==> src/core/hcr_pkg.sv <==
// Package of register map, field layouts and reset values for the config bank
package hcr_pkg;

  localparam int HCR_NCH = 4;

  // Register map: per-channel block at base + stride * channel
  localparam logic [6:0] HCR_CH_STRIDE = 7'h08;
  localparam logic [2:0] HCR_OFF_CHAN_IRQ_STATUS = 3'h0;
  localparam logic [2:0] HCR_OFF_ISM = 3'h1;
  localparam logic [2:0] HCR_OFF_CHAN_STATUS = 3'h2;
  localparam logic [2:0] HCR_OFF_CHAN_COMMAND = 3'h3;
  localparam logic [2:0] HCR_OFF_MODE = 3'h4;
  localparam logic [2:0] HCR_OFF_RX_FRAME_BYTE_COUNT = 3'h5;
  localparam logic [2:0] HCR_OFF_TSR = 3'h6;
  localparam logic [6:0] HCR_ADDR_CHANNEL_VECTOR_STATUS = 7'h36;
  localparam logic [6:0] HCR_ADDR_CHANNEL_VECTOR_MASK = 7'h37;
  localparam logic [6:0] HCR_ADDR_CCR = 7'h3a;
  localparam logic [6:0] HCR_ADDR_ACR = 7'h3b;

  // Reset values
  localparam logic [7:0] HCR_RST_ZERO = 8'h00;
  localparam logic [7:0] HCR_RST_CHAN_STATUS = 8'h50;

  // Vector lanes on the data bus
  localparam logic [7:0] HCR_LANE_LO = 8'h0f;
  localparam logic [7:0] HCR_LANE_HI = 8'hf0;

  // Host bus styles picked by the latch-enable strap
  typedef enum logic [1:0] {
    HCR_STYLE_RWDS,
    HCR_STYLE_RDWR,
    HCR_STYLE_MUX
  } hcr_style_e;

  // Common configuration, bit 7 down to bit 0
  typedef struct packed {
    logic spare;
    logic vector_lane_sel;
    logic [1:0] frame_length_sel;
    logic clock_ratio_sel;
    logic driver_type_sel;
    logic [1:0] config_timing_sel;
  } hcr_ccr_s;

  // Address comparison control
  typedef struct packed {
    logic [3:0] per_channel_compare_en;
    logic [2:0] compare_address_sel;
    logic compare_accept_reject;
  } hcr_acr_s;

  // Per-channel mode
  typedef struct packed {
    logic receiver_active;
    logic channel_active;
    logic loopback_en;
    logic interframe_fill_sel;
    logic [1:0] channel_width_sel;
    logic [1:0] collision_mode_sel;
  } hcr_mode_s;

  // Serial data pin of one channel
  typedef struct packed {
    logic out;
    logic oe;
  } hcr_pin_s;

endpackage

==> src/core/hcr_regs.sv <==
// Configuration and status register bank of a four-channel HDLC controller
// Contract
// - Strap picks bus style; edge locks multiplexed
// - Seven address lines, eight data lines
// - Hardware reset zeroes configuration and command bits
// - After reset no interrupt, outputs floating
// - Channel status reads 50 hex after reset
// - Common config zero: TS, low lanes, push-pull
// - Reset: 257-512 bit frame, rate equals clock
// - Channel disabled after reset, data floating
// - Reset: 2-bit slots, receiver off, no loop
// - Unconditional transmit; mode fields pick access, width
// - Idle fill after reset; bit selects fill
// - Slot register resets to slot zero
// - Vector and channel interrupt status read zero
// - Four channel masks suppress interrupts; reset unmasked
// - Channel interrupt masks reset to zero
// - Lane bit moves vector to bits 4-7
// - Clock-rate bit: serial clock one or two
// - Driver bit: open-drain or push-pull outputs
// - Frame-length and timing-mode fields in config
// - Address compare: mode, addresses, per-channel enables
// - Active bit enables channel; receiver, loop bits
module hcr_regs
  import hcr_pkg::*;
(
  // Clock and hardware reset
  input wire logic clk,
  input wire logic nrst,
  // Host bus pins
  input wire logic ale,
  input wire logic cs_n,
  input wire logic rw_wr_n,
  input wire logic ds_rd_n,
  input wire logic [6:0] addr,
  input wire logic [7:0] ad_in,
  output logic [7:0] ad_out,
  output logic [7:0] ad_oe,
  // Interrupt pin, open drain, active low
  output logic int_n_out,
  output logic int_n_oe,
  // Channel events and status from the datapath
  input wire logic [7:0] chan_event [HCR_NCH],
  input wire logic [7:0] chan_status_in [HCR_NCH],
  input wire logic [7:0] rx_count_in [HCR_NCH],
  // Serial side
  input wire logic sclk_tick,
  input wire logic [HCR_NCH-1:0] tx_data,
  input wire logic [HCR_NCH-1:0] tx_drive,
  input wire logic [HCR_NCH-1:0] sd_in,
  output hcr_pin_s [HCR_NCH-1:0] sd_pin,
  output logic [HCR_NCH-1:0] rx_data,
  output logic bit_tick,
  // Configuration to the datapath
  output hcr_ccr_s common_config,
  output hcr_acr_s address_compare_ctrl,
  output hcr_mode_s chan_mode [HCR_NCH],
  output logic [7:0] slot_number [HCR_NCH],
  output logic [7:0] chan_command [HCR_NCH],
  output hcr_style_e bus_style
);

  // Address decode shared by read and write paths
  function automatic logic ch_hit(input logic [6:0] a, input int ch, input logic [2:0] off);
    logic [6:0] base;
    base = 7'(ch) * HCR_CH_STRIDE;
    ch_hit = (a == (base | {4'h0, off}));
  endfunction

  hcr_style_e style_q;
  logic init_q;
  logic ale_seen_q;
  logic [6:0] addr_lat_q;
  logic rd_prev_q;
  logic wr_prev_q;
  hcr_ccr_s ccr_q;
  hcr_acr_s acr_q;
  logic [3:0] channel_vector_mask_q;
  logic [7:0] pend_q [HCR_NCH];
  logic [7:0] ism_q [HCR_NCH];
  logic [7:0] chan_status_q [HCR_NCH];
  logic [7:0] rx_frame_byte_count_q [HCR_NCH];
  hcr_mode_s mode_q [HCR_NCH];
  logic [7:0] tsr_q [HCR_NCH];
  logic [7:0] cmd_q [HCR_NCH];
  logic [7:0] ad_out_q;
  logic [7:0] ad_oe_q;
  logic int_oe_q;
  hcr_pin_s [HCR_NCH-1:0] pin_q;
  logic [HCR_NCH-1:0] rx_q;
  logic half_q;
  logic tick_q;

  logic [6:0] a_eff;
  logic rd_act;
  logic wr_act;
  logic wr_pulse;
  logic rd_end;
  logic [7:0] rdata;
  logic [7:0] rlanes;
  logic [3:0] vec;
  logic [7:0] shown [HCR_NCH];

  // Strap sampled after release; any later edge locks muxed style
  always_ff @(posedge clk or negedge nrst) begin
    if (!nrst) begin
      init_q <= 1'b0;
      ale_seen_q <= 1'b0;
      style_q <= HCR_STYLE_RWDS;
    end else begin
      init_q <= 1'b1;
      ale_seen_q <= ale;
      if (!init_q) begin
        style_q <= ale ? HCR_STYLE_RWDS : HCR_STYLE_RDWR;
      end else if (ale != ale_seen_q) begin
        style_q <= HCR_STYLE_MUX;
      end
    end
  end

  // Address latch for the multiplexed style
  always_ff @(posedge clk or negedge nrst) begin
    if (!nrst) begin
      addr_lat_q <= 7'h00;
    end else if (ale && style_q == HCR_STYLE_MUX) begin
      addr_lat_q <= ad_in[6:0];
    end
  end

  // Strobe decode per bus style
  always_comb begin
    a_eff = (style_q == HCR_STYLE_MUX) ? addr_lat_q : addr;
    rd_act = 1'b0;
    wr_act = 1'b0;
    if (init_q && !cs_n) begin
      unique case (style_q)
        HCR_STYLE_RWDS: begin
          rd_act = !ds_rd_n && rw_wr_n;
          wr_act = !ds_rd_n && !rw_wr_n;
        end
        HCR_STYLE_RDWR, HCR_STYLE_MUX: begin
          rd_act = !ds_rd_n;
          wr_act = !rw_wr_n;
        end
      endcase
    end
  end

  assign wr_pulse = wr_act && !wr_prev_q;
  assign rd_end = rd_prev_q && !rd_act;

  // Strobe history for edge detection
  always_ff @(posedge clk or negedge nrst) begin
    if (!nrst) begin
      rd_prev_q <= 1'b0;
      wr_prev_q <= 1'b0;
    end else begin
      rd_prev_q <= rd_act;
      wr_prev_q <= wr_act;
    end
  end

  // Masked view of pending events and the channel vector
  always_comb begin
    for (int i = 0; i < HCR_NCH; i++) begin
      shown[i] = channel_vector_mask_q[i] ? 8'h00 : (pend_q[i] & ~ism_q[i]);
      vec[i] = |shown[i];
    end
  end

  // Common registers
  always_ff @(posedge clk or negedge nrst) begin
    if (!nrst) begin
      ccr_q <= hcr_ccr_s'(HCR_RST_ZERO);
      acr_q <= hcr_acr_s'(HCR_RST_ZERO);
      channel_vector_mask_q <= HCR_RST_ZERO[3:0];
    end else if (wr_pulse) begin
      if (a_eff == HCR_ADDR_CCR) ccr_q <= hcr_ccr_s'(ad_in);
      if (a_eff == HCR_ADDR_ACR) acr_q <= hcr_acr_s'(ad_in);
      if (a_eff == HCR_ADDR_CHANNEL_VECTOR_MASK) channel_vector_mask_q <= ad_in[3:0];
    end
  end

  // Per-channel registers
  generate
    for (genvar c = 0; c < HCR_NCH; c++) begin : g_ch
      logic clr;
      assign clr = rd_end && ch_hit(a_eff, c, HCR_OFF_CHAN_IRQ_STATUS);

      // Pending events; a new event wins over a read clear
      always_ff @(posedge clk or negedge nrst) begin
        if (!nrst) begin
          pend_q[c] <= HCR_RST_ZERO;
        end else begin
          pend_q[c] <= (pend_q[c] & ~(clr ? shown[c] : 8'h00)) | chan_event[c];
        end
      end

      // Writable channel registers
      always_ff @(posedge clk or negedge nrst) begin
        if (!nrst) begin
          ism_q[c] <= HCR_RST_ZERO;
          mode_q[c] <= hcr_mode_s'(HCR_RST_ZERO);
          tsr_q[c] <= HCR_RST_ZERO;
        end else if (wr_pulse) begin
          if (ch_hit(a_eff, c, HCR_OFF_ISM)) ism_q[c] <= ad_in;
          if (ch_hit(a_eff, c, HCR_OFF_MODE)) mode_q[c] <= hcr_mode_s'(ad_in);
          if (ch_hit(a_eff, c, HCR_OFF_TSR)) tsr_q[c] <= ad_in;
        end
      end

      // Command strobe, one cycle per write
      always_ff @(posedge clk or negedge nrst) begin
        if (!nrst) begin
          cmd_q[c] <= HCR_RST_ZERO;
        end else begin
          cmd_q[c] <= (wr_pulse && ch_hit(a_eff, c, HCR_OFF_CHAN_COMMAND)) ? ad_in : 8'h00;
        end
      end

      // Status snapshots from the datapath
      always_ff @(posedge clk or negedge nrst) begin
        if (!nrst) begin
          chan_status_q[c] <= HCR_RST_CHAN_STATUS;
          rx_frame_byte_count_q[c] <= HCR_RST_ZERO;
        end else begin
          chan_status_q[c] <= chan_status_in[c];
          rx_frame_byte_count_q[c] <= rx_count_in[c];
        end
      end

      // Serial pin: floating when disabled, open drain drives low only
      always_ff @(posedge clk or negedge nrst) begin
        if (!nrst) begin
          pin_q[c] <= '0;
          rx_q[c] <= 1'b0;
        end else begin
          if (!mode_q[c].channel_active || !tx_drive[c]) begin
            pin_q[c] <= '0;
          end else if (ccr_q.driver_type_sel) begin
            pin_q[c] <= '{out: 1'b0, oe: !tx_data[c]};
          end else begin
            pin_q[c] <= '{out: tx_data[c], oe: 1'b1};
          end
          if (mode_q[c].loopback_en) begin
            rx_q[c] <= tx_data[c];
          end else begin
            rx_q[c] <= mode_q[c].receiver_active && sd_in[c];
          end
        end
      end
    end
  endgenerate

  // Read mux with lane selection for the vector
  always_comb begin
    rdata = 8'h00;
    rlanes = 8'hff;
    if (a_eff == HCR_ADDR_CCR) rdata = ccr_q;
    if (a_eff == HCR_ADDR_ACR) rdata = acr_q;
    if (a_eff == HCR_ADDR_CHANNEL_VECTOR_MASK) rdata = {4'h0, channel_vector_mask_q};
    if (a_eff == HCR_ADDR_CHANNEL_VECTOR_STATUS) begin
      rdata = ccr_q.vector_lane_sel ? {vec, 4'h0} : {4'h0, vec};
      rlanes = ccr_q.vector_lane_sel ? HCR_LANE_HI : HCR_LANE_LO;
    end
    for (int i = 0; i < HCR_NCH; i++) begin
      if (ch_hit(a_eff, i, HCR_OFF_CHAN_IRQ_STATUS)) rdata = shown[i];
      if (ch_hit(a_eff, i, HCR_OFF_ISM)) rdata = ism_q[i];
      if (ch_hit(a_eff, i, HCR_OFF_CHAN_STATUS)) rdata = chan_status_q[i];
      if (ch_hit(a_eff, i, HCR_OFF_MODE)) rdata = mode_q[i];
      if (ch_hit(a_eff, i, HCR_OFF_RX_FRAME_BYTE_COUNT)) rdata = rx_frame_byte_count_q[i];
      if (ch_hit(a_eff, i, HCR_OFF_TSR)) rdata = tsr_q[i];
    end
  end

  // Data bus and interrupt pin drivers
  always_ff @(posedge clk or negedge nrst) begin
    if (!nrst) begin
      ad_out_q <= 8'h00;
      ad_oe_q <= 8'h00;
      int_oe_q <= 1'b0;
    end else begin
      ad_out_q <= rdata;
      ad_oe_q <= rd_act ? rlanes : 8'h00;
      int_oe_q <= |vec;
    end
  end

  // Bit-rate enable: every serial tick or every second one
  always_ff @(posedge clk or negedge nrst) begin
    if (!nrst) begin
      half_q <= 1'b0;
      tick_q <= 1'b0;
    end else begin
      if (sclk_tick) half_q <= !half_q;
      tick_q <= sclk_tick && (!ccr_q.clock_ratio_sel || half_q);
    end
  end

  assign ad_out = ad_out_q;
  assign ad_oe = ad_oe_q;
  assign int_n_out = 1'b0;
  assign int_n_oe = int_oe_q;
  assign sd_pin = pin_q;
  assign rx_data = rx_q;
  assign bit_tick = tick_q;
  assign common_config = ccr_q;
  assign address_compare_ctrl = acr_q;
  assign chan_mode = mode_q;
  assign slot_number = tsr_q;
  assign chan_command = cmd_q;
  assign bus_style = style_q;

  // Assertions
  property p_mux_sticky;
    @(posedge clk) disable iff (!nrst)
      style_q == HCR_STYLE_MUX |=> style_q == HCR_STYLE_MUX;
  endproperty
  a_mux_sticky: assert property (p_mux_sticky) else $error("mux style left");

  property p_edge_mux;
    @(posedge clk) disable iff (!nrst)
      init_q && (ale != ale_seen_q) |=> style_q == HCR_STYLE_MUX;
  endproperty
  a_edge_mux: assert property (p_edge_mux) else $error("strap edge ignored");

  property p_write_ccr;
    @(posedge clk) disable iff (!nrst)
      wr_pulse && a_eff == HCR_ADDR_CCR |=> ccr_q == $past(ad_in);
  endproperty
  a_write_ccr: assert property (p_write_ccr) else $error("ccr write lost");

  property p_lane_hi;
    @(posedge clk) disable iff (!nrst)
      rd_act && a_eff == HCR_ADDR_CHANNEL_VECTOR_STATUS && ccr_q.vector_lane_sel |=> ad_oe == HCR_LANE_HI;
  endproperty
  a_lane_hi: assert property (p_lane_hi) else $error("vector lane wrong");

  property p_idle_float;
    @(posedge clk) disable iff (!nrst)
      !rd_act |=> ad_oe == 8'h00;
  endproperty
  a_idle_float: assert property (p_idle_float) else $error("bus driven when idle");

  property p_disabled_float;
    @(posedge clk) disable iff (!nrst)
      !mode_q[0].channel_active |=> !sd_pin[0].oe;
  endproperty
  a_disabled_float: assert property (p_disabled_float) else $error("disabled ch drives");

  property p_open_drain;
    @(posedge clk) disable iff (!nrst)
      ccr_q.driver_type_sel && tx_drive[1] && mode_q[1].channel_active
        |=> !sd_pin[1].out;
  endproperty
  a_open_drain: assert property (p_open_drain) else $error("open drain drove high");

  property p_mask_int;
    @(posedge clk) disable iff (!nrst)
      channel_vector_mask_q == 4'hf |=> !int_n_oe;
  endproperty
  a_mask_int: assert property (p_mask_int) else $error("masked irq shown");

  property p_event_kept;
    @(posedge clk) disable iff (!nrst)
      chan_event[2] != 8'h00 |=> (pend_q[2] & $past(chan_event[2])) == $past(chan_event[2]);
  endproperty
  a_event_kept: assert property (p_event_kept) else $error("event lost");

  property p_ratio_two;
    @(posedge clk) disable iff (!nrst)
      ccr_q.clock_ratio_sel && tick_q ##1 ccr_q.clock_ratio_sel[*1] |-> !tick_q;
  endproperty
  a_ratio_two: assert property (p_ratio_two) else $error("ticks too close");

  c_mux: cover property (@(posedge clk) disable iff (!nrst) style_q == HCR_STYLE_MUX);
  c_irq: cover property (@(posedge clk) disable iff (!nrst) int_n_oe ##[1:20] !int_n_oe);
  c_drive: cover property (@(posedge clk) disable iff (!nrst) sd_pin[0].oe);

endmodule

==> config.mk <==
export PLATFORM = sky130hd
export DESIGN_NAME = hcr_regs
export DESIGN_NICKNAME = d
export VERILOG_FILES = /design/src/core/hcr_pkg.sv /design/src/core/hcr_regs.sv
export SDC_FILE = /design/constraint.sdc
export NUM_CORES = 1
export LEC_CHECK = 0
export BUFFER_PORTS_ARGS = -buffer_cell sky130_fd_sc_hd__buf_2
export CAP_MARGIN = 40
export CELL_PAD_IN_SITES_DETAIL_PLACEMENT = 0
export CELL_PAD_IN_SITES_GLOBAL_PLACEMENT = 1
export CORE_MARGIN = 4
export CORE_UTILIZATION = 43
export DETAILED_ROUTE_END_ITERATION = 6
export PLACE_DENSITY_LB_ADDON = 0.1
export SLEW_MARGIN = 20
export SYNTH_ARGS = -nofsm -noshare
export SYNTH_HDL_FRONTEND = slang
export SYNTH_SLANG_ARGS = --single-unit
==> constraint.sdc <==
create_clock -name clk -period 3.4 [get_ports clk]
set_clock_uncertainty 0.05 [all_clocks]
set_input_delay 0.51 -clock clk [delete_from_list [all_inputs] [get_ports clk]]
set_output_delay 0.51 -clock clk [all_outputs]
set_load 0.01 [all_outputs]
# Word level (Yosys, flattened, before mapping)
# Index checks and enable logic that the tools add are counted.
[word_totals]
ff_bits = 288
inputBits = 130
elab_cells = 266
[classes]
eq_ne = 35
n_mux = 64
bitwise = 20
reduce_logical = 66
[op_table]
columns = ["cell", "n"]
rows = [
  ["8-bit 2-to-1 mux", 44],
  ["7-bit by 5-bit equality test with 1-bit output, second input constant", 14],
  ["8-bit AND", 8],
  ["8-bit inverter", 8],
  ["7-bit by 4-bit equality test with 1-bit output, second input constant", 7],
  ["8-bit bitwise OR", 4],
  ["32-bit OR reduction", 1],
  ["8-bit OR reduction", 4],
  ["2-bit AND reduction", 15],
  ["7-bit by 6-bit equality test with 1-bit output, second input constant", 4],
  ["7-bit by 3-bit equality test with 1-bit output, second input constant", 3],
  ["2-bit 2-to-1 mux", 10],
  ["1-bit logical AND", 19],
  ["1-bit logical NOT", 19],
  ["7-bit by 2-bit equality test with 1-bit output, second input constant", 2],
  ["7-bit by 1-bit equality test with 1-bit output, second input constant", 1],
  ["7-bit logical NOT", 1],
  ["1-bit 2-to-1 mux", 7],
  ["7-bit 2-to-1 mux", 1],
  ["1-bit logical OR", 5],
  ["1-bit one-hot mux with 2 select lines", 2],
  ["2-bit by 1-bit equality test with 1-bit output, second input constant", 1],
  ["2-bit equality test, second input constant", 1],
  ["2-bit logical NOT", 1],
  ["3 further kinds", 3],
]

# Longest topological paths before layout
# Gate-level depths: netlist of the first run.
[depth]
word_depth = 31
mapped_depth = 13

# Worst setup path before layout of the first run
# OpenSTA, ideal clock, no wires.
[synth_timing]
path_type = "register to register"
from = "reg style_q[0] (netlist: bus_style[0])"
to = "reg ad_out_q[2] (netlist: ad_out[2])"
t_arrival_ps = 2771
path_slack_ps = 483
stages_incl_launch_ff = 12
n_path_buf = 2
path_cell_list = "dfrtp_1 > inv_1 > ha_1 > buf_6 > or3b_4 > buf_6 > a222oi_1 > nand2_2 > o211ai_2 > o221ai_2 > a21o_1 > a311oi_2"
[synth_via]
elab_chain_len = 31
elab_cells_between_ends = 58
[synth_lines]
columns = ["element", "line_no", "source"]
rows = [
  ["start: declaration", "hcr_regs.sv:70", "hcr_style_e style_q;"],
  ["start signal: assignment", "hcr_regs.sv:114", "style_q <= ale ? HCR_STYLE_RWDS : HCR_STYLE_RDWR;"],
  ["2-bit equality test *", "hcr_regs.sv:132", "a_eff = (style_q == HCR_STYLE_MUX) ? addr_lat_q : addr;"],
  ["7-bit 2-to-1 mux *", "hcr_regs.sv:132", ""],
  ["7-bit by 6-bit equality test with 1-bit output", "hcr_regs.sv:259", "if (a_eff == HCR_ADDR_CCR) rdata = ccr_q;"],
  ["8-bit 2-to-1 mux", "hcr_regs.sv:259", ""],
  ["8-bit 2-to-1 mux", "hcr_regs.sv:260", "if (a_eff == HCR_ADDR_ACR) rdata = acr_q;"],
  ["8-bit 2-to-1 mux", "hcr_regs.sv:261", "if (a_eff == HCR_ADDR_CHANNEL_VECTOR_MASK) rdata = {4'h0, channel_vector_mask_q};"],
  ["8-bit 2-to-1 mux", "hcr_regs.sv:262", "if (a_eff == HCR_ADDR_CHANNEL_VECTOR_STATUS) begin"],
  ["8-bit 2-to-1 mux", "hcr_regs.sv:267", "if (ch_hit(a_eff, i, HCR_OFF_CHAN_IRQ_STATUS)) rdata = shown[i];"],
  ["[16 not listed]", "n/a", ""],
  ["8-bit 2-to-1 mux", "hcr_regs.sv:272", "if (ch_hit(a_eff, i, HCR_OFF_TSR)) rdata = tsr_q[i];"],
  ["8-bit 2-to-1 mux", "hcr_regs.sv:267", ""],
  ["8-bit 2-to-1 mux", "hcr_regs.sv:268", "if (ch_hit(a_eff, i, HCR_OFF_ISM)) rdata = ism_q[i];"],
  ["8-bit 2-to-1 mux", "hcr_regs.sv:269", "if (ch_hit(a_eff, i, HCR_OFF_CHAN_STATUS)) rdata = chan_status_q[i];"],
  ["8-bit 2-to-1 mux", "hcr_regs.sv:270", "if (ch_hit(a_eff, i, HCR_OFF_MODE)) rdata = mode_q[i];"],
  ["8-bit 2-to-1 mux", "hcr_regs.sv:271", "if (ch_hit(a_eff, i, HCR_OFF_RX_FRAME_BYTE_COUNT)) rdata = rx_frame_byte_count_q[i];"],
  ["8-bit 2-to-1 mux *", "hcr_regs.sv:272", ""],
  ["via rdata[2]", "hcr_regs.sv:99", "logic [7:0] rdata;"],
  ["end signal: assignment", "hcr_regs.sv:283", "ad_out_q <= rdata;"],
  ["end: declaration", "hcr_regs.sv:86", "logic [7:0] ad_out_q;"],
]
# Mark *: on every way through the listed nets, which the timed path passes. The rest lies on a longest branch.
# A chain may end at the register's enable or synchronous reset.

# Worst setup path in the final report of the first run
[layout_timing]
from = "reg style_q[0] (netlist: bus_style[0])"
to = "reg ad_out_q[1] (netlist: ad_out[1])"
# Same word-level chain as after synthesis.

==> impl_metrics.tcl, run 1 <==
set metrics [dict create \
    outcome "finished, violations left" \
    failed_checks "DRC" \
    critPathKind "reg2reg" \
    synth-edff-count 0 \
    fillCellCount 2591 \
    path_common_cell "buf_4" \
    dpl.hpwl_um 38650 \
    worst_pin_slew_ps 720.6 \
    cp.arrival_ps 3840 \
    clk_path_buf_depth 3 \
    grt_pass1_wl_um 76970 \
    cts_tree "built" \
    startpoint_type "flop" \
    dp.cells 1839 \
    die-area_mm2 0.03321 \
    async_flop_share 1.000 \
    placed_area_mm2 0.01536 \
    clk_latency_ps 570 \
    cp_max_fo 36 \
    fmax_mhz 294.6 \
    drv_slew 0 \
    synth_warnings 0 \
    critical_path_buf_inv_count 5 \
    relSlewSlack 0.5132 \
    power.total_uw 8310 \
    leakage_uw 0.008183 \
    setup_viol 0 \
    fin_crit_ps 3394 \
    synth_area_per_cell_um2 11.36 \
    synth_area_mm2 0.01305 \
    endpoint_kind "flop" \
    synth_cell_type_count 82 \
    yosys.area.top_type "dfrtp_1" \
    drtAntennaViolNets 0 \
    ys_seq_elements 282 \
    synthTopCellsByCount "dfrtp_1, mux2_2, nand2_1" \
    start_util 0.4381 \
    boundaryPins 275 \
    grt_pass1_vias 11620 \
    synth_area_leaders "dfrtp_1, mux2_2, nand2b_1, o21ai_0, nand2_1" \
    crit_path_cell_trace "inv_1 -> ha_1 -> buf_12 -> or3b_1 -> buf_4 -> a222oi_1 -> buf_4 -> buf_4 -> a211o_1 -> a21oi_1 -> nor3_1 -> o21ai_1 -> o21ai_1" \
    postSynthCellCount 1149 \
    vias_per_cell 5.934 \
    num_vias 11600 \
    synth_most_common_cell "dfrtp_1" \
    hold_class "in2reg" \
    worst_path_max_delay_cell "or3b_1" \
    fin_area_mm2 0.01705 \
    setup_tns_ps 0 \
    ir_drop_mv 0.4496 \
    grt_max_degree 84 \
    cts.reportedPaths.clkPinSlew_ps 60 \
    cts_made_buffers 29 \
    hold_viol 0 \
    htree_levels 1 \
    root_buffer "clkbuf_16" \
    netlist.area_leader.share 0.5253 \
    grt_usage 0.3084 \
    layout-drive-gt1-share 0.3664 \
    drt_iter0_drc 1457 \
    synth_nets 1280 \
    synth.yosys.seq_area_share 0.5414 \
    coreArea_mm2 0.02980 \
    crit_family "compound AO/OA/AOI/OAI gates" \
    post-place-ws_ps -45.42 \
    fin_ws_ps 5.947 \
    post-route-period-util 0.9983 \
    pwr_density_cell_mw_per_mm2 487.3 \
    rsz0062_at_grt "false" \
    crit_required_ps 3840 \
    die_x_um 182.2 \
    worst_path_largest_cell_delay_ps 540 \
    gp_congestion 1.007 \
    fin_nets 1672 \
    io_buffer_count 273 \
    antenna_found_initial 2 \
    overflow 0 \
    diodes 0 \
    dieHeight_um 182.2 \
    drtPass1Iterations 7 \
    synthFlopType "dfrtp_1" \
    wl_per_cell_um 26.80 \
    fin_cells 1954 \
    wirelength_um 52370 \
    cts_sinks 282 \
    maxCapViolCount 0 \
    rows 63 \
    syn_to_final_growth_pct 30.64 \
    drc_errors 13 \
]
## cells by family after synthesis
kind of cell,synth area share
XOR/XNOR,0.001342
buffers and inverters,0.03307
adder cells (fa/ha/maj),0.0009584
other,0.0005754
multiplexers,0.1026
flip-flops,0.5414
AO/OA/AOI/OAI,0.1696
AND/OR/NAND/NOR,0.1505
## worst reg2reg max path, cell delays in order, from the launching register on
cell,delay [ps]
dfrtp_1,390
inv_1,60
ha_1,180
buf_12,190
or3b_1,550
buf_4,240
a222oi_1,370
buf_4,200
buf_4,210
a211o_1,160
a21oi_1,80
nor3_1,330
o21ai_1,210
o21ai_1,110
## report_power, final
part	switching (uW)	internal, uW
Sequential	169	3510
Clock	1380	2180
Combinational	634	444
## placed cells by master, fill, tap and decap left out, types with 6 or more instances in the layout
master and instances:
o211ai_1 8, nor2b_1 17, dlygate4sd3_1 58, o31ai_1 6
nor3b_1 6, nand2_1 76, a221oi_1 8, nor2_1 36
a22o_1 8, a211oi_1 12, o21ai_0 66, nor3_1 10
clkbuf_1 6, dfstp_2 8, bufinv_16 7, nand3b_1 11
clkbuf_16 29, a22oi_1 26, dfrtp_1 274, buf_2 272
nor3_2 6, nand3_1 33, or3b_1 6, a222oi_1 28
o221ai_1 10, a21o_1 6, a21oi_1 25, nor4_1 8
o21ai_1 8, and2_1 41, nand4_1 12, inv_1 23
nand2b_1 59, buf_4 100, o22a_1 6, mux2_2 114
a31oi_1 6, o2111ai_1 7
## final cells by class
type | instances | area, um2 | area share
flip-flops and latches | 282 | 7067 | 0.4144
multi-input cells | 771 | 5578 | 0.3271
repair buffers | 434 | 2768 | 0.1623
clock buffers | 38 | 789.5 | 0.04630
well taps | 390 | 488.0 | 0.02862
clock inverters | 16 | 275.3 | 0.01614
inverters | 23 | 86.33 | 0.005063
## final timing paths
check                                from                        to  slack (ps)  cells after the start
min in group asynchronous            nrst          common_config[2]         510                      2
hold reg to reg                    half_q                    half_q         420                      1
setup reg to reg             bus_style[0]                 ad_out[1]           6                     13
hold / removal             rx_count_in[6]  rx_frame_byte_count_q[6]          20                      1
max in group asynchronous            nrst          chan_status_q[4]        1920                      3
setup / recovery             bus_style[0]                 ad_out[1]           6                     13
## stage by stage
step / hold WS, ps / util
floorplan: 164.4 / -
global placement: 409.5 / 0.5155
detailed placement: 412.0 / 0.5155
CTS: 0.7411 / 0.5708
global route: 7.699 / 0.5723
finish: 20.24 / 0.5723
## metal layers
metal  global-route usage  routed length (um)  up-vias
met2               0.4762               23530      592
met5                    0                  12        -
met1               0.4507               23000     5830
met4              0.07565                1515        2
li1                     -                   -     5084
met3              0.06219                4311       87
## state kept, by name (all words and copies together) (netlist names), 32 cells and up
register,count
chan_mode,32
ism_q,32
rx_frame_byte_count_q,32
chan_status_q,32
chan_command,32
pend_q,32
slot_number,32
## repair_timing
action                                 CTS  global route
cloned                                   0             0
endpoints found under the hold margin  134             0
pin swaps                                0             2
setup endpoints to repair                1             5
hold buffers                            58             0
resized for setup                        1             4
setup buffers                            0             3
No activity file was read; power rests on OpenSTA's default activity.
==> inputs of run 2 (changes only) <==
--- a/config.mk
+++ b/config.mk
@@ -7,7 +7,7 @@
 export LEC_CHECK = 0
 export BUFFER_PORTS_ARGS = -buffer_cell sky130_fd_sc_hd__buf_2
 export CAP_MARGIN = 40
-export CELL_PAD_IN_SITES_DETAIL_PLACEMENT = 0
+export CELL_PAD_IN_SITES_DETAIL_PLACEMENT = 1
 export CELL_PAD_IN_SITES_GLOBAL_PLACEMENT = 1
 export CORE_MARGIN = 4
 export CORE_UTILIZATION = 43
==> impl_metrics.tcl, run 2 (same netlist as run 1, synthesis figures left out) <==
set metrics [dict create \
    mostFrequentLayoutCells "dfrtp_1, buf_2, mux2_2" \
    r2r-end "ad_out[1]" \
    die-area_mm2 0.03321 \
    startpoint_type "flop" \
    wl_per_cell_um 29.92 \
    coreArea_mm2 0.02980 \
    holdPathStages 2 \
    grt_pass1_vias 12850 \
    crit_family "compound AO/OA/AOI/OAI gates" \
    whs_ps 73.90 \
    holdPathEnd "pend_q[2]" \
    critical_path_buf_inv_count 5 \
    cts_tree "built" \
    io_buffer_count 273 \
    endpoint_kind "flop" \
    cp_max_fo 36 \
    timing.rr.start "bus_style[0]" \
    post-route-period-util 0.9780 \
    gp_congestion 1.007 \
    finalCoreUtilization 0.5731 \
    clk_path_buf_depth 3 \
    grt_max_degree 84 \
    syn_to_final_growth_pct 30.82 \
    relSlewSlack 0.4409 \
    failed_checks "DRC" \
    diodes 0 \
    rr_worst_depth 13 \
    ir_drop_mv 0.4266 \
    root_buffer "clkbuf_16" \
    hold_viol 0 \
    worst_path_max_delay_cell "a222oi_1" \
    drtAntennaViolNets 0 \
    grt_util_met2 0.5581 \
    grt_pass1_wl_um 86240 \
    cts_sinks 282 \
    layout-drive-gt1-share 0.3658 \
    pwr_density_cell_mw_per_mm2 480.3 \
    cp.arrival_ps 3720 \
    vias_per_cell 6.164 \
    crit_required_ps 3800 \
    boundaryPins 275 \
    wirelength_um 58610 \
    leakage_uw 0.008213 \
    busiest_layer "met2" \
    worst_path_largest_cell_delay_ps 540 \
    cts.reportedPaths.clkPinSlew_ps 60 \
    drv_slew 0 \
    rows 63 \
    final_common_cell "dfrtp_1" \
    setup_viol 0 \
    ff2ff_setup_slack_ps 70 \
    critPathKind "reg2reg" \
    fin_ws_ps 74.91 \
    dieHeight_um 182.2 \
    clk_latency_ps 580 \
    post-place-ws_ps -102.4 \
    fin_crit_ps 3325 \
    drc_errors 6 \
    grtUsageMet1 0.4691 \
    fmax_mhz 300.7 \
    worst_pin_slew_ps 827.8 \
    setup_tns_ps 0 \
    num_vias 12080 \
    maxCapViolCount 0 \
    outcome "finished, violations left" \
    cts_made_buffers 30 \
    met3_usage 0.07335 \
    crit_path_cell_trace "inv_1 -> ha_1 -> buf_12 -> or3b_1 -> buf_4 -> a221oi_4 -> buf_4 -> nand2_1 -> a222oi_1 -> a211oi_1 -> buf_4 -> o21ai_2 -> o21ai_1" \
    fin_nets 1678 \
    start_util 0.4381 \
    hold_class "in2reg" \
    htree_levels 1 \
    path_common_cell "buf_4" \
    hp-start "chan_event[2]" \
    antenna_found_initial 1 \
    dpl.hpwl_um 41140 \
    overflow 0 \
    drtPass1Iterations 7 \
    drt_iter0_drc 1466 \
    grt_usage 0.3449 \
    die_x_um 182.2 \
]
==> run 2: cell types whose count changed in the layout (fill, tap and decap cells not counted), moves of 2 or more <==
cell / delta
buf_4: -2
bufinv_16: -4
clkbuf_8: +3
clkinv_2: +2
clkinvlp_4: -2
dlygate4sd3_1: +7
inv_6: -3
o21ai_0: -2
==> run 2: area by class of cell <==
type	count	area (um2)
Multi-Input combinational cell	771	5603
Inverter	23	86.33
Timing Repair Buffer	439	2823
Clock inverter	11	148.9
Fill cell	3192	12720
Sequential cell	282	7067
Tap cell	390	488.0
Clock buffer	43	859.6
==> run 2: per-layer routing <==
metal	up-vias	share of wire
li1	5083	-
met1	6175	0.40
met2	679	0.47
met3	139	0.090
met4	0	0.037
met5	-	0
==> run 2: how the worst max path moves through the flow <==
stage            startpoint        end  slack [ps]  depth (start not counted)
2_1_floorplan  bus_style[0]  ad_out[2]         480                         11
3_3_place_gp   bus_style[0]  ad_out[0]         -50                         13
3_5_place_dp   bus_style[0]  ad_out[0]        -100                         10
4_1_cts        bus_style[0]  ad_out[1]           6                         13
5_1_grt        bus_style[0]  ad_out[1]         -20                         13
6_report       bus_style[0]  ad_out[1]          70                         13
==> run 2: through the flow <==
step	cells	cell area [um2]	total power, uW
2_1_floorplan	1149	13050	4163
3_3_place_gp	1839	15360	4740
3_5_place_dp	1839	15360	4756
4_1_cts	1958	17020	8174
5_1_grt	1959	17080	8458
6_report	1959	17080	8202
==> run 2: timing repair <==
| action | in CTS | in global routing |
|---|---|---|
| endpoints found under the setup margin | 1 | 9 |
| pin swaps | 0 | 3 |
| hold endpoints to repair | 141 | 0 |
| hold buffers | 65 | 0 |
| setup buffers | 0 | 1 |
| resized for setup | 1 | 11 |
==> run 2: power breakdown <==
part	internal (uW)	switching (uW)	leakage, uW
Sequential	3510	177	0.00354
Clock	1980	1410	0.000499
Combinational	450	668	0.00417
==> run 2: worst reg2reg max path: stages (launching register included) <==
cell	delay, ps
dfrtp_1	380
inv_1	50
ha_1	220
buf_12	170
or3b_1	420
buf_4	190
a221oi_4	310
buf_4	180
nand2_1	60
a222oi_1	540
a211oi_1	180
buf_4	170
o21ai_2	190
o21ai_1	90
